[src/core/pss_consts.vh]
// Constants for the power and system settings register bank
`ifndef PSS_CONSTS_VH
`define PSS_CONSTS_VH

// Register offsets on the host access port
`define PSS_ADDR_POWER_SYSTEM 8'h80
`define PSS_ADDR_SENSE_EVENT 8'h81
`define PSS_ADDR_CHAN_ENABLE 8'h82

// Reset values
`define PSS_RST_POWER_SYSTEM 16'h0000
`define PSS_RST_SENSE_EVENT 16'h0000
`define PSS_RST_CHAN_ENABLE 16'h0000

// Power/system config: byte at offset 0 sits in bits 7:0, offset 1 in bits 15:8
`define PSS_BIT_OSC_SLOW 7
`define PSS_BIT_WAKE_ULP 6
`define PSS_BIT_AUTO_OFF 5
`define PSS_MODE_HI 4
`define PSS_MODE_LO 3
`define PSS_ULP_RATE_HI 2
`define PSS_ULP_RATE_LO 0
`define PSS_BIT_RESERVED 15
`define PSS_BIT_ADV_TUNE_STREAM 14
`define PSS_BIT_EVENT_MODE 13
`define PSS_BIT_ADV_NP_STREAM 12
`define PSS_BIT_CMD_EXIT_WIN 11
`define PSS_BIT_CMD_RETUNE 10
`define PSS_BIT_CMD_ACK_RESET 8
// Command and reserved bits never hold a value
`define PSS_VOLATILE_MASK 16'h8d00

// Sensing/event config fields
`define PSS_BIT_BAND_CHECK_OFF 7
`define PSS_LTB_RATE_HI 6
`define PSS_LTB_RATE_LO 4
`define PSS_BIT_LP_ONLY_TUNE 3
`define PSS_PIN3_SEL_HI 2
`define PSS_PIN3_SEL_LO 0
`define PSS_EVT_MASK_HI 15
`define PSS_EVT_MASK_LO 8

// Power mode codes
`define PSS_MODE_NORMAL 2'b00
`define PSS_MODE_LOW 2'b01
`define PSS_MODE_ULTRA_LOW 2'b10
`define PSS_MODE_HALT 2'b11

// Update period, in wake-channel scans, of the other channels in ultra-low power
`define PSS_ULP_PER_0 8'd8
`define PSS_ULP_PER_1 8'd13
`define PSS_ULP_PER_2 8'd26
`define PSS_ULP_PER_3 8'd54
`define PSS_ULP_PER_4 8'd85
`define PSS_ULP_PER_5 8'd135
`define PSS_ULP_PER_6 8'd170
`define PSS_ULP_PER_7 8'd255

// Idle scans before automatic step down
`define PSS_IDLE_NP_TO_LP 8'd32
`define PSS_IDLE_LP_TO_ULP 8'd64

`endif

[src/core/pss_period_tick.v]
// Counts step pulses and emits one tick every period steps
`timescale 1ns/100ps
`default_nettype none
module pss_period_tick (
  // Clock and reset
  input wire clk_in,
  input wire arst_n_in,
  // Control
  input wire step_in,
  input wire clear_in,
  input wire [7:0] period_in,
  // Result
  output reg tick_out
);
  reg [7:0] count_q;
  wire [7:0] count_next;

  assign count_next = count_q + 8'h01;

  always @(posedge clk_in or negedge arst_n_in) begin
    if (!arst_n_in) begin
      count_q <= 8'h00;
      tick_out <= 1'b0;
    end else begin
      tick_out <= 1'b0;
      if (clear_in) begin
        count_q <= 8'h00;
      end else if (step_in) begin
        // A period of zero behaves as one so the tick never stalls
        if (count_next >= period_in) begin
          count_q <= 8'h00;
          tick_out <= 1'b1;
        end else begin
          count_q <= count_next;
        end
      end
    end
  end
endmodule
`default_nettype wire

[src/core/pss_power_and_system_settings_regs.v]
// Power and system settings register bank with power-mode control
`timescale 1ns/100ps
`default_nettype none
`include "pss_consts.vh"
module pss_power_and_system_settings_regs (
  // Clock and reset
  input wire clk_in,
  input wire arst_n_in,
  // Register access from the serial interface
  input wire [7:0] host_addr_in,
  input wire [15:0] host_wdata_in,
  input wire [1:0] host_be_in,
  input wire host_wr_in,
  input wire host_rd_in,
  output reg [15:0] host_rdata_out,
  output reg host_rvalid_out,
  // Sensing engine status
  input wire scan_done_in,
  input wire wake_scan_done_in,
  input wire activity_in,
  input wire tuning_busy_in,
  input wire [7:0] tune_select_in,
  input wire [7:0] touch_in,
  // Clock and power control
  output reg osc_fast_out,
  output reg [1:0] power_mode_out,
  output reg auto_switch_out,
  output reg wake_sense_ulp_out,
  // Channel pacing
  output wire other_update_out,
  output wire long_term_baseline_tick_out,
  // Reporting and commands
  output reg streaming_out,
  output reg retune_command_out,
  output reg [7:0] retune_sel_out,
  output reg reset_shown_out,
  output reg exit_window_out,
  // Tuning options
  output reg band_check_en_out,
  output reg lp_only_tune_out,
  // Third output pin and masks
  output reg third_output_pin_out,
  output reg [7:0] event_mask_out,
  output reg [15:0] channel_enable_out
);
  reg [15:0] power_system_config_q;
  reg [15:0] sensing_and_event_config_q;
  reg [15:0] channel_enable_map_q;
  reg [1:0] mode_q;
  reg [1:0] mode_d;
  reg [7:0] idle_q;
  reg [7:0] idle_d;
  reg [15:0] pwr_d;
  reg [15:0] sense_d;
  reg [15:0] chan_d;
  reg [15:0] rdata_d;
  reg stream_d;
  wire wr_pwr;
  wire [2:0] ulp_code;
  wire [2:0] ltb_code;
  wire [2:0] pin3_sel;
  wire other_step;
  wire ulp_tick;

  // Address decode, shared by the write and read paths
  function [2:0] reg_hit;
    input [7:0] addr;
    begin
      reg_hit = {addr == `PSS_ADDR_CHAN_ENABLE,
                 addr == `PSS_ADDR_SENSE_EVENT,
                 addr == `PSS_ADDR_POWER_SYSTEM};
    end
  endfunction

  // Byte-lane merge of a write into a stored word
  function [15:0] merge;
    input [15:0] old;
    input [15:0] wdata;
    input [1:0] be;
    begin
      merge = {be[1] ? wdata[15:8] : old[15:8], be[0] ? wdata[7:0] : old[7:0]};
    end
  endfunction

  // Other-channel period table in ultra-low power
  function [7:0] ulp_period;
    input [2:0] code;
    begin
      case (code)
        3'h0: ulp_period = `PSS_ULP_PER_0;
        3'h1: ulp_period = `PSS_ULP_PER_1;
        3'h2: ulp_period = `PSS_ULP_PER_2;
        3'h3: ulp_period = `PSS_ULP_PER_3;
        3'h4: ulp_period = `PSS_ULP_PER_4;
        3'h5: ulp_period = `PSS_ULP_PER_5;
        3'h6: ulp_period = `PSS_ULP_PER_6;
        default: ulp_period = `PSS_ULP_PER_7;
      endcase
    end
  endfunction

  assign wr_pwr = host_wr_in && reg_hit(host_addr_in) == 3'b001;
  assign ulp_code = power_system_config_q[`PSS_ULP_RATE_HI:`PSS_ULP_RATE_LO];
  assign ltb_code = sensing_and_event_config_q[`PSS_LTB_RATE_HI:`PSS_LTB_RATE_LO];
  assign pin3_sel = sensing_and_event_config_q[`PSS_PIN3_SEL_HI:`PSS_PIN3_SEL_LO];

  // Register write path; command and reserved bits are not stored
  always @* begin
    pwr_d = power_system_config_q;
    sense_d = sensing_and_event_config_q;
    chan_d = channel_enable_map_q;
    if (host_wr_in) begin
      case (reg_hit(host_addr_in))
        3'b001: pwr_d = merge(power_system_config_q, host_wdata_in, host_be_in)
                        & ~`PSS_VOLATILE_MASK;
        3'b010: sense_d = merge(sensing_and_event_config_q, host_wdata_in, host_be_in);
        3'b100: chan_d = merge(channel_enable_map_q, host_wdata_in, host_be_in);
        default: pwr_d = power_system_config_q;
      endcase
    end
  end

  // Read path; unmapped addresses read as zero, command bits read as zero
  always @* begin
    case (reg_hit(host_addr_in))
      3'b001: rdata_d = power_system_config_q;
      3'b010: rdata_d = sensing_and_event_config_q;
      3'b100: rdata_d = channel_enable_map_q;
      default: rdata_d = 16'h0000;
    endcase
  end

  always @(posedge clk_in or negedge arst_n_in) begin
    if (!arst_n_in) begin
      power_system_config_q <= `PSS_RST_POWER_SYSTEM;
      sensing_and_event_config_q <= `PSS_RST_SENSE_EVENT;
      channel_enable_map_q <= `PSS_RST_CHAN_ENABLE;
      host_rdata_out <= 16'h0000;
      host_rvalid_out <= 1'b0;
    end else begin
      power_system_config_q <= pwr_d;
      sensing_and_event_config_q <= sense_d;
      channel_enable_map_q <= chan_d;
      host_rvalid_out <= host_rd_in;
      if (host_rd_in) begin
        host_rdata_out <= rdata_d;
      end
    end
  end

  // Command pulses and the reset-flag clear, one cycle after the write that carries them
  always @(posedge clk_in or negedge arst_n_in) begin
    if (!arst_n_in) begin
      retune_command_out <= 1'b0;
      retune_sel_out <= 8'h00;
      exit_window_out <= 1'b0;
      reset_shown_out <= 1'b1;
    end else begin
      retune_command_out <= 1'b0;
      exit_window_out <= 1'b0;
      if (wr_pwr && host_be_in[1] && host_wdata_in[`PSS_BIT_CMD_RETUNE]) begin
        retune_command_out <= 1'b1;
        // Channels outside the selection byte are left alone
        retune_sel_out <= tune_select_in;
      end
      if (wr_pwr && host_be_in[1] && host_wdata_in[`PSS_BIT_CMD_EXIT_WIN]) begin
        exit_window_out <= 1'b1;
      end
      // The flag is only ever set by reset, so nothing can race the clear
      if (wr_pwr && host_be_in[1] && host_wdata_in[`PSS_BIT_CMD_ACK_RESET]) begin
        reset_shown_out <= 1'b0;
      end
    end
  end

  // Power mode: automatic stepping down on idle scans, or the manual field
  always @* begin
    mode_d = mode_q;
    idle_d = idle_q;
    if (power_system_config_q[`PSS_BIT_AUTO_OFF]) begin
      mode_d = power_system_config_q[`PSS_MODE_HI:`PSS_MODE_LO];
      idle_d = 8'h00;
    end else begin
      case (mode_q)
        `PSS_MODE_NORMAL: begin
          if (activity_in) begin
            idle_d = 8'h00;
          end else if (scan_done_in) begin
            if (idle_q + 8'h01 >= `PSS_IDLE_NP_TO_LP) begin
              mode_d = `PSS_MODE_LOW;
              idle_d = 8'h00;
            end else begin
              idle_d = idle_q + 8'h01;
            end
          end
        end
        `PSS_MODE_LOW: begin
          if (activity_in) begin
            mode_d = `PSS_MODE_NORMAL;
            idle_d = 8'h00;
          end else if (scan_done_in) begin
            if (idle_q + 8'h01 >= `PSS_IDLE_LP_TO_ULP) begin
              mode_d = `PSS_MODE_ULTRA_LOW;
              idle_d = 8'h00;
            end else begin
              idle_d = idle_q + 8'h01;
            end
          end
        end
        `PSS_MODE_ULTRA_LOW: begin
          if (activity_in) begin
            mode_d = `PSS_MODE_NORMAL;
            idle_d = 8'h00;
          end
        end
        default: begin
          // Halt is only a manual choice; automatic control resumes in normal power
          mode_d = `PSS_MODE_NORMAL;
          idle_d = 8'h00;
        end
      endcase
    end
  end

  always @(posedge clk_in or negedge arst_n_in) begin
    if (!arst_n_in) begin
      mode_q <= `PSS_MODE_NORMAL;
      idle_q <= 8'h00;
    end else begin
      mode_q <= mode_d;
      idle_q <= idle_d;
    end
  end

  // Reporting style
  always @* begin
    if (tuning_busy_in && power_system_config_q[`PSS_BIT_ADV_TUNE_STREAM]) begin
      stream_d = 1'b1;
    end else if (power_system_config_q[`PSS_BIT_ADV_NP_STREAM]) begin
      stream_d = (mode_q == `PSS_MODE_NORMAL);
    end else begin
      stream_d = ~power_system_config_q[`PSS_BIT_EVENT_MODE];
    end
  end

  // Configuration outputs, all from flops
  always @(posedge clk_in or negedge arst_n_in) begin
    if (!arst_n_in) begin
      osc_fast_out <= 1'b1;
      power_mode_out <= `PSS_MODE_NORMAL;
      auto_switch_out <= 1'b1;
      wake_sense_ulp_out <= 1'b0;
      streaming_out <= 1'b1;
      band_check_en_out <= 1'b1;
      lp_only_tune_out <= 1'b0;
      third_output_pin_out <= 1'b0;
      event_mask_out <= 8'h00;
      channel_enable_out <= 16'h0000;
    end else begin
      osc_fast_out <= ~power_system_config_q[`PSS_BIT_OSC_SLOW];
      power_mode_out <= mode_q;
      auto_switch_out <= ~power_system_config_q[`PSS_BIT_AUTO_OFF];
      wake_sense_ulp_out <= power_system_config_q[`PSS_BIT_WAKE_ULP];
      streaming_out <= stream_d;
      band_check_en_out <= ~sensing_and_event_config_q[`PSS_BIT_BAND_CHECK_OFF];
      lp_only_tune_out <= sensing_and_event_config_q[`PSS_BIT_LP_ONLY_TUNE];
      // Selector zero leaves the pin inactive
      third_output_pin_out <= (pin3_sel != 3'h0) && touch_in[pin3_sel];
      event_mask_out <= sensing_and_event_config_q[`PSS_EVT_MASK_HI:`PSS_EVT_MASK_LO];
      channel_enable_out <= channel_enable_map_q;
    end
  end

  // Other channels follow the wake scans only in ultra-low power
  pss_period_tick u_ulp_pacer (
    .clk_in(clk_in),
    .arst_n_in(arst_n_in),
    .step_in(wake_scan_done_in),
    .clear_in(mode_q != `PSS_MODE_ULTRA_LOW),
    .period_in(ulp_period(ulp_code)),
    .tick_out(ulp_tick)
  );

  assign other_step = (mode_q == `PSS_MODE_ULTRA_LOW) ? ulp_tick : scan_done_in;
  assign other_update_out = other_step;

  // Baseline update every two to the code scans
  pss_period_tick u_ltb_pacer (
    .clk_in(clk_in),
    .arst_n_in(arst_n_in),
    .step_in(scan_done_in),
    .clear_in(1'b0),
    .period_in(8'h01 << ltb_code),
    .tick_out(long_term_baseline_tick_out)
  );

endmodule
`default_nettype wire

[config.mk]
export PLATFORM = sky130hd
export DESIGN_NAME = pss_power_and_system_settings_regs
export DESIGN_NICKNAME = d
export VERILOG_FILES = /design/src/core/pss_period_tick.v /design/src/core/pss_power_and_system_settings_regs.v
export VERILOG_INCLUDE_DIRS = /design/src /design/src/core
export SDC_FILE = /design/constraint.sdc
export NUM_CORES = 1
export LEC_CHECK = 0
export ABC_CLOCK_PERIOD_IN_PS = 4300
export BUFFER_PORTS_ARGS = -buffer_cell sky130_fd_sc_hd__buf_2
export CAP_MARGIN = 20
export CORE_ASPECT_RATIO = 1.4
export CORE_MARGIN = 2
export CORE_UTILIZATION = 51
export DETAILED_ROUTE_END_ITERATION = 8
export GPL_ROUTABILITY_DRIVEN = 0
export PLACE_DENSITY = 0.74
export SLEW_MARGIN = 40
export SYNTH_ARGS = -nofsm -noshare
export SYNTH_HDL_FRONTEND = slang
export SYNTH_SLANG_ARGS = --single-unit
[constraint.sdc]
create_clock -name clk_in -period 4.3 [get_ports clk_in]
set_clock_uncertainty 0.2 [all_clocks]
set_input_delay 0.43 -clock clk_in [delete_from_list [all_inputs] [get_ports clk_in]]
set_output_delay 0.43 -clock clk_in [all_outputs]
set_load 0.02 [all_outputs]
# Word level (Yosys, flattened, before mapping)
# Cells that the tools add are included.
word_totals:
  ramBits: 0
  ff_bits: 133
  mem_count: 0
  wordCells: 118
  out_inout_bits: 63
  input_bits: 50
  latch_bits: 0
  romBits: 0
classes:
  shift: 1
  n_reduce_logical: 19
  muxes: 36
  eq_ne: 22
  add_sub_neg: 3
  n_lt_le_gt_ge: 5
  bitwise_logic: 4
  div_mod_pow: 0
  multipliers: 0
ops:
  columns: ["op", "n"]
  rows:
  - ["8-bit 2-to-1 mux", 12]
  - ["8-bit case mux with 7 select lines", 1]
  - ["16-bit case mux with 3 select lines", 1]
  - ["8-bit by 1-bit adder with 8-bit output (second input constant)", 3]
  - ["8-bit == test (second input constant)", 3]
  - ["8-bit case mux with 3 select lines", 1]
  - ["3-bit AND reduction", 7]
  - ["8-bit greater-or-equal comparator", 2]
  - ["2-bit 2-to-1 mux", 8]
  - ["3-bit == test (second input constant)", 4]
  - ["3-bit != test (second input constant)", 4]
  - ["4-bit != test (second input constant)", 3]
  - ["1-bit 2-to-1 mux", 11]
  - ["3-bit by 2-bit == test with 1-bit output (second input constant)", 3]
  - ["8-bit by 6-bit greater-or-equal comparator with 1-bit output (second input constant)", 1]
  - ["8-bit by 7-bit greater-or-equal comparator with 1-bit output (second input constant)", 1]
  - ["1-bit by 3-bit << shifter with 8-bit output (first input constant)", 1]
  - ["1-bit logical AND", 7]
  - ["3-bit by 1-bit == test with 1-bit output (second input constant)", 2]
  - ["2-bit case mux with 3 select lines", 1]
  - ["6-bit AND reduction", 1]
  - ["3-bit by 4-bit less-than comparator with 1-bit output (second input constant)", 1]
  - ["1-bit inverter", 4]
  - ["1-bit binary-select mux with 3-bit select", 1]
  - ["other kinds (7)", 7]

# Depth between registers and ports, before layout
depth:
  depth_word: 7
  ltp_mapped: 11

# Hierarchy
# A second synthesis with hierarchy kept.
unflattened:
  hier_cells: 533
  area_unflattened_um2: 6268.5
modules_own_cells:
  columns: ["mod", "cells_each", "n_inst", "area_per_inst_um2"]
  rows:
  - ["pss_power_and_system_settings_regs", 377, 1, 4782.1]
  - ["pss_period_tick", 78, 2, 743.2]

# Worst setup path before layout
# Ideal clock, no wire load.
synth_timing:
  kind: "register to register"
  startpoint: "register u_ltb_pacer.count_q[0]"
  endpoint: "register u_ltb_pacer.count_q[5]"
  n_path_buf: 1
  slack_ns: 1.561
  required_ns: 4.010
  arrival_ns: 2.449
  setup_time_ns: 0.090
  path_stages_with_launch: 12
  path_cell_list: "dfrtp_1 > and3_1 > clkbuf_1 > nand3_1 > or3_1 > xnor2_1 > ha_1 > a21oi_1 > o21ai_0 > a21oi_1 > nand2_1 > o221ai_1"
synth_between:
  elab_chain_len: 3
synth_rtl:
  columns: ["element", "line", "rtl"]
  rows:
  - ["start: declaration", "pss_period_tick.v:15", "reg [7:0] count_q;"]
  - ["start signal: assignment", "pss_period_tick.v:34", "count_q <= count_next;"]
  - ["8-bit by 1-bit adder with 8-bit output *", "pss_period_tick.v:18", "assign count_next = count_q + 8'h01;"]
  - ["8-bit greater-or-equal comparator", "pss_period_tick.v:30", "if (count_next >= period_in) begin"]
  - ["8-bit 2-to-1 mux *", "pss_period_tick.v:30", null]
# Mark *: on every way between the ends. The rest lies on a longest branch, timed or not.
# A chain may end at the register's enable or synchronous reset.

# Worst setup path in the final report
layout_timing:
  startpoint: "register u_ltb_pacer.count_q[0]"
  endpoint: "register u_ltb_pacer.count_q[0]"
# The elaborated chain is that of the path after synthesis.

==> results.py <==
metrics = {
    "run_status": {
        "status": "complete, no violations",
    },
    "placement": {
        "hpwl_um": 9290,
        "placedInstanceArea_sq_mm": 0.00668,
        "dpl_worst_slack_ns": 1.18,
        "placed_cells": 758,
        "io_buffers": 111,
    },
    "sta": {
        "max-slew-margin-rel": 0.509,
        "hold_viol": 0,
        "worst_pin_slew_ns": 0.736,
        "period_share": 0.739,
        "finalSetupTns_ns": 0,
        "drv_slew": 0,
        "setup_viol": 0,
        "timing.fmax_ghz": 0.314,
        "rsz0062_at_grt": "false",
        "period_needed_ns": 3.18,
        "setup_ws_ns": 1.12,
    },
    "cts": {
        "clkTransAtPathRegs_ns": 0.06,
        "cts_tree": "yes",
        "cts-root-buf": "clkbuf_16",
        "cts_buffer_depth": 2,
        "clock_latency_ns": 0.42,
        "cts_buffers": 17,
        "htreeDepth": 4,
        "cts_sinks": 133,
    },
    "hold_path": {
        "hold_depth": 2,
        "worstHoldPathType": "in2reg",
        "hp-start": "tune_select_in[0]",
        "worstHoldEndpoint": "retune_sel_out[0]$_DFFE_PN0P_",
    },
    "synthesis": {
        "ys_seq_elements": 133,
        "ys.flop_type": "dfrtp_1",
        "synth_area_sq_mm": 0.00601,
        "yosysMostFrequentCell": "dfrtp_1",
        "syn_avg_cell_area_sq_um": 11.5,
        "synth_top_area_share": 0.533,
        "async_flop_share": 1.00,
        "synth_largest_area_cell": "dfrtp_1",
        "synth_edf_count": 0,
        "synth_area_leaders": "dfrtp_1 (53%), mux2_2 (9.9%), ha_1 (4.0%)",
        "seq_area_frac_synth": 0.555,
        "synth.top_cells.by_count": "dfrtp_1 (128), mux2_2 (53), inv_1 (32), nor2_1 (32), a21oi_1 (27)",
        "syn_nets": 593,
        "postSynthCellCount": 524,
        "synth_cell_types": 54,
        "yosys_warnings": 0,
    },
    "power": {
        "total_power_w": 0.00290,
        "vdd_drop_max_uv": 344,
        "p_leak_nw": 3.67,
        "p_per_area_mw_per_mm2": 399,
    },
    "layout": {
        "drive_gt1_frac": 0.334,
        "stdcell_area_sq_mm": 0.00728,
        "final_nets": 705,
        "fin_cells": 793,
        "diodes": 0,
        "syn_to_final_growth_pct": 21.2,
    },
    "worst_setup_path": {
        "crit_arrival_ns": 3.31,
        "endpoint_kind": "flip-flop",
        "r2r-end": "u_ltb_pacer.count_q[0]$_DFFE_PN0P_",
        "start_kind": "flip-flop",
        "r2r_slack_ns": 1.12,
        "startpoint": "u_ltb_pacer.count_q[0]$_DFFE_PN0P_",
        "required_ns": 4.43,
        "r2r_cells": 10,
        "r2r_start": "u_ltb_pacer.count_q[0]$_DFFE_PN0P_",
        "worst-path-max-fanout": 9,
        "worstSetupPathType": "reg2reg",
    },
    "grt": {
        "grt_max_degree": 101,
        "track_usage": 0.221,
        "grt_pass1_vias": 4525,
        "grt_overflow": 0,
        "antenna_found_initial": 0,
        "grt_pass1_wl_um": 21600,
    },
    "drt": {
        "drc": 0,
        "drt_iter0_drc": 200,
        "dr.pass1.iters": 4,
        "wl_per_cell_um": 16.9,
        "vias": 4454,
        "drt-vias-per-instance": 5.62,
        "routed_wl_um": 13400,
        "ant_nets": 0,
    },
    "floorplanning": {
        "ios": 113,
        "die_area_sq_mm": 0.0127,
        "die_w_um": 95.7,
        "num_rows": 46,
        "coreArea_sq_mm": 0.0114,
        "start_util": 0.527,
        "die_h_um": 132,
    },
    "run": {
        "maxCapViolCount": 0,
    },
}
## layer usage
| layer | global-route usage | vias to the layer above | part of all wire |
|---|---|---|---|
| li1 | - | 2082 | - |
| met4 | 0.0857 | 0 | 0.015 |
| met3 | 0.0547 | 16 | 0.060 |
| met1 | 0.265 | 2222 | 0.39 |
| met5 | 0 | - | 0 |
| met2 | 0.376 | 134 | 0.53 |
## power by group
group	total [W]	switching (W)	leakage, nW	internal, W
Sequential	0.00132	0.0000300	1.83	0.00129
Clock	0.00132	0.000569	0.261	0.000747
Combinational	0.000264	0.000165	1.58	0.0000986
Total	0.00290	0.000765	3.67	0.00214
## cells in the final DEF, fill, tap and decap left out, drive strengths merged, types with 5 or more instances in the layout
master	netlist	final
xnor2	9	9
nor3	11	11
buf	2	114
o21ai	25	25
nor2	34	34
dfrtp	128	128
nand3	18	18
nor2b	8	8
o22ai	14	14
a22o	5	5
and2	6	6
clkbuf	21	17
ha	19	19
xor2	5	5
dfstp	5	5
mux2i	15	15
and3	7	7
a21oi	27	27
nand2	26	26
nand2b	8	8
clkinv	0	6
inv	32	38
mux2	53	53
## layout make-up
| cell class | instances | area, sq um |
|---|---|---|
| inverters | 32 | 120 |
| repair buffers | 116 | 628 |
| well taps | 144 | 180 |
| clock inverters | 15 | 120 |
| flip-flops and latches | 133 | 3330 |
| clock buffers | 17 | 425 |
| multi-input cells | 336 | 2470 |
| fillers | 898 | 4120 |
## flip-flops by register name, summed over array words and instances, names as in the netlist, 2 cells and up
name                        count
power_mode_out                  2
channel_enable_out             16
retune_sel_out                  8
event_mask_out                  8
mode_q                          2
channel_enable_map_q           16
u_ltb_pacer.count_q             8
u_ulp_pacer.count_q             8
host_rdata_out                 16
sensing_and_event_config_q     16
power_system_config_q          12
idle_q                          8
## through the flow
step / hold WS, ns / util
after floorplan: -0.0656 / -
after CTS: 0.0358 / 0.636
after global placement: 0.179 / 0.586
after global routing: 0.0493 / 0.639
final: 0.0474 / 0.639
after detailed placement: 0.183 / 0.586
## critical path, cell delays in order, from the launching register on
cell     delay, ns
dfrtp_1       0.43
and3_1        0.29
nand3_1       0.14
or3_1         0.38
xnor2_1       0.16
ha_1          0.31
a21oi_1       0.15
o21ai_0       0.10
a21oi_1       0.58
nand2_1       0.17
mux2i_1       0.18
## how the worst max path moves through the flow
| stage | end | cells past startpoint |
|---|---|---|
| floorplan | u_ltb_pacer.count_q[5]$_DFFE_PN0P_ | 11 |
| global placement | channel_enable_map_q[4]$_DFFE_PN0P_ | 6 |
| detailed placement | u_ltb_pacer.count_q[5]$_DFFE_PN0P_ | 10 |
| CTS | u_ltb_pacer.count_q[5]$_DFFE_PN0P_ | 10 |
| global route | u_ltb_pacer.count_q[5]$_DFFE_PN0P_ | 10 |
| finish | u_ltb_pacer.count_q[0]$_DFFE_PN0P_ | 10 |
## cell families (layout without fill, tap and decap cells)
| group | Yosys count | in the layout | synth area share |
|---|---|---|---|
| simple gates | 136 | 136 | 0.119 |
| flops | 133 | 133 | 0.555 |
| buf+inv | 55 | 180 | 0.0346 |
| xor+xnor | 14 | 14 | 0.0204 |
| mux | 69 | 69 | 0.128 |
| compound gates | 97 | 97 | 0.101 |
| fa+ha+maj | 20 | 20 | 0.0412 |
## repair_timing
action / CTS / global route
resized for setup: 0 / 0
setup buffers: 0 / 0
endpoints found under the hold margin: 97 / 0
hold buffers: 2 / 0
Power figures use the tool's default switching activity.
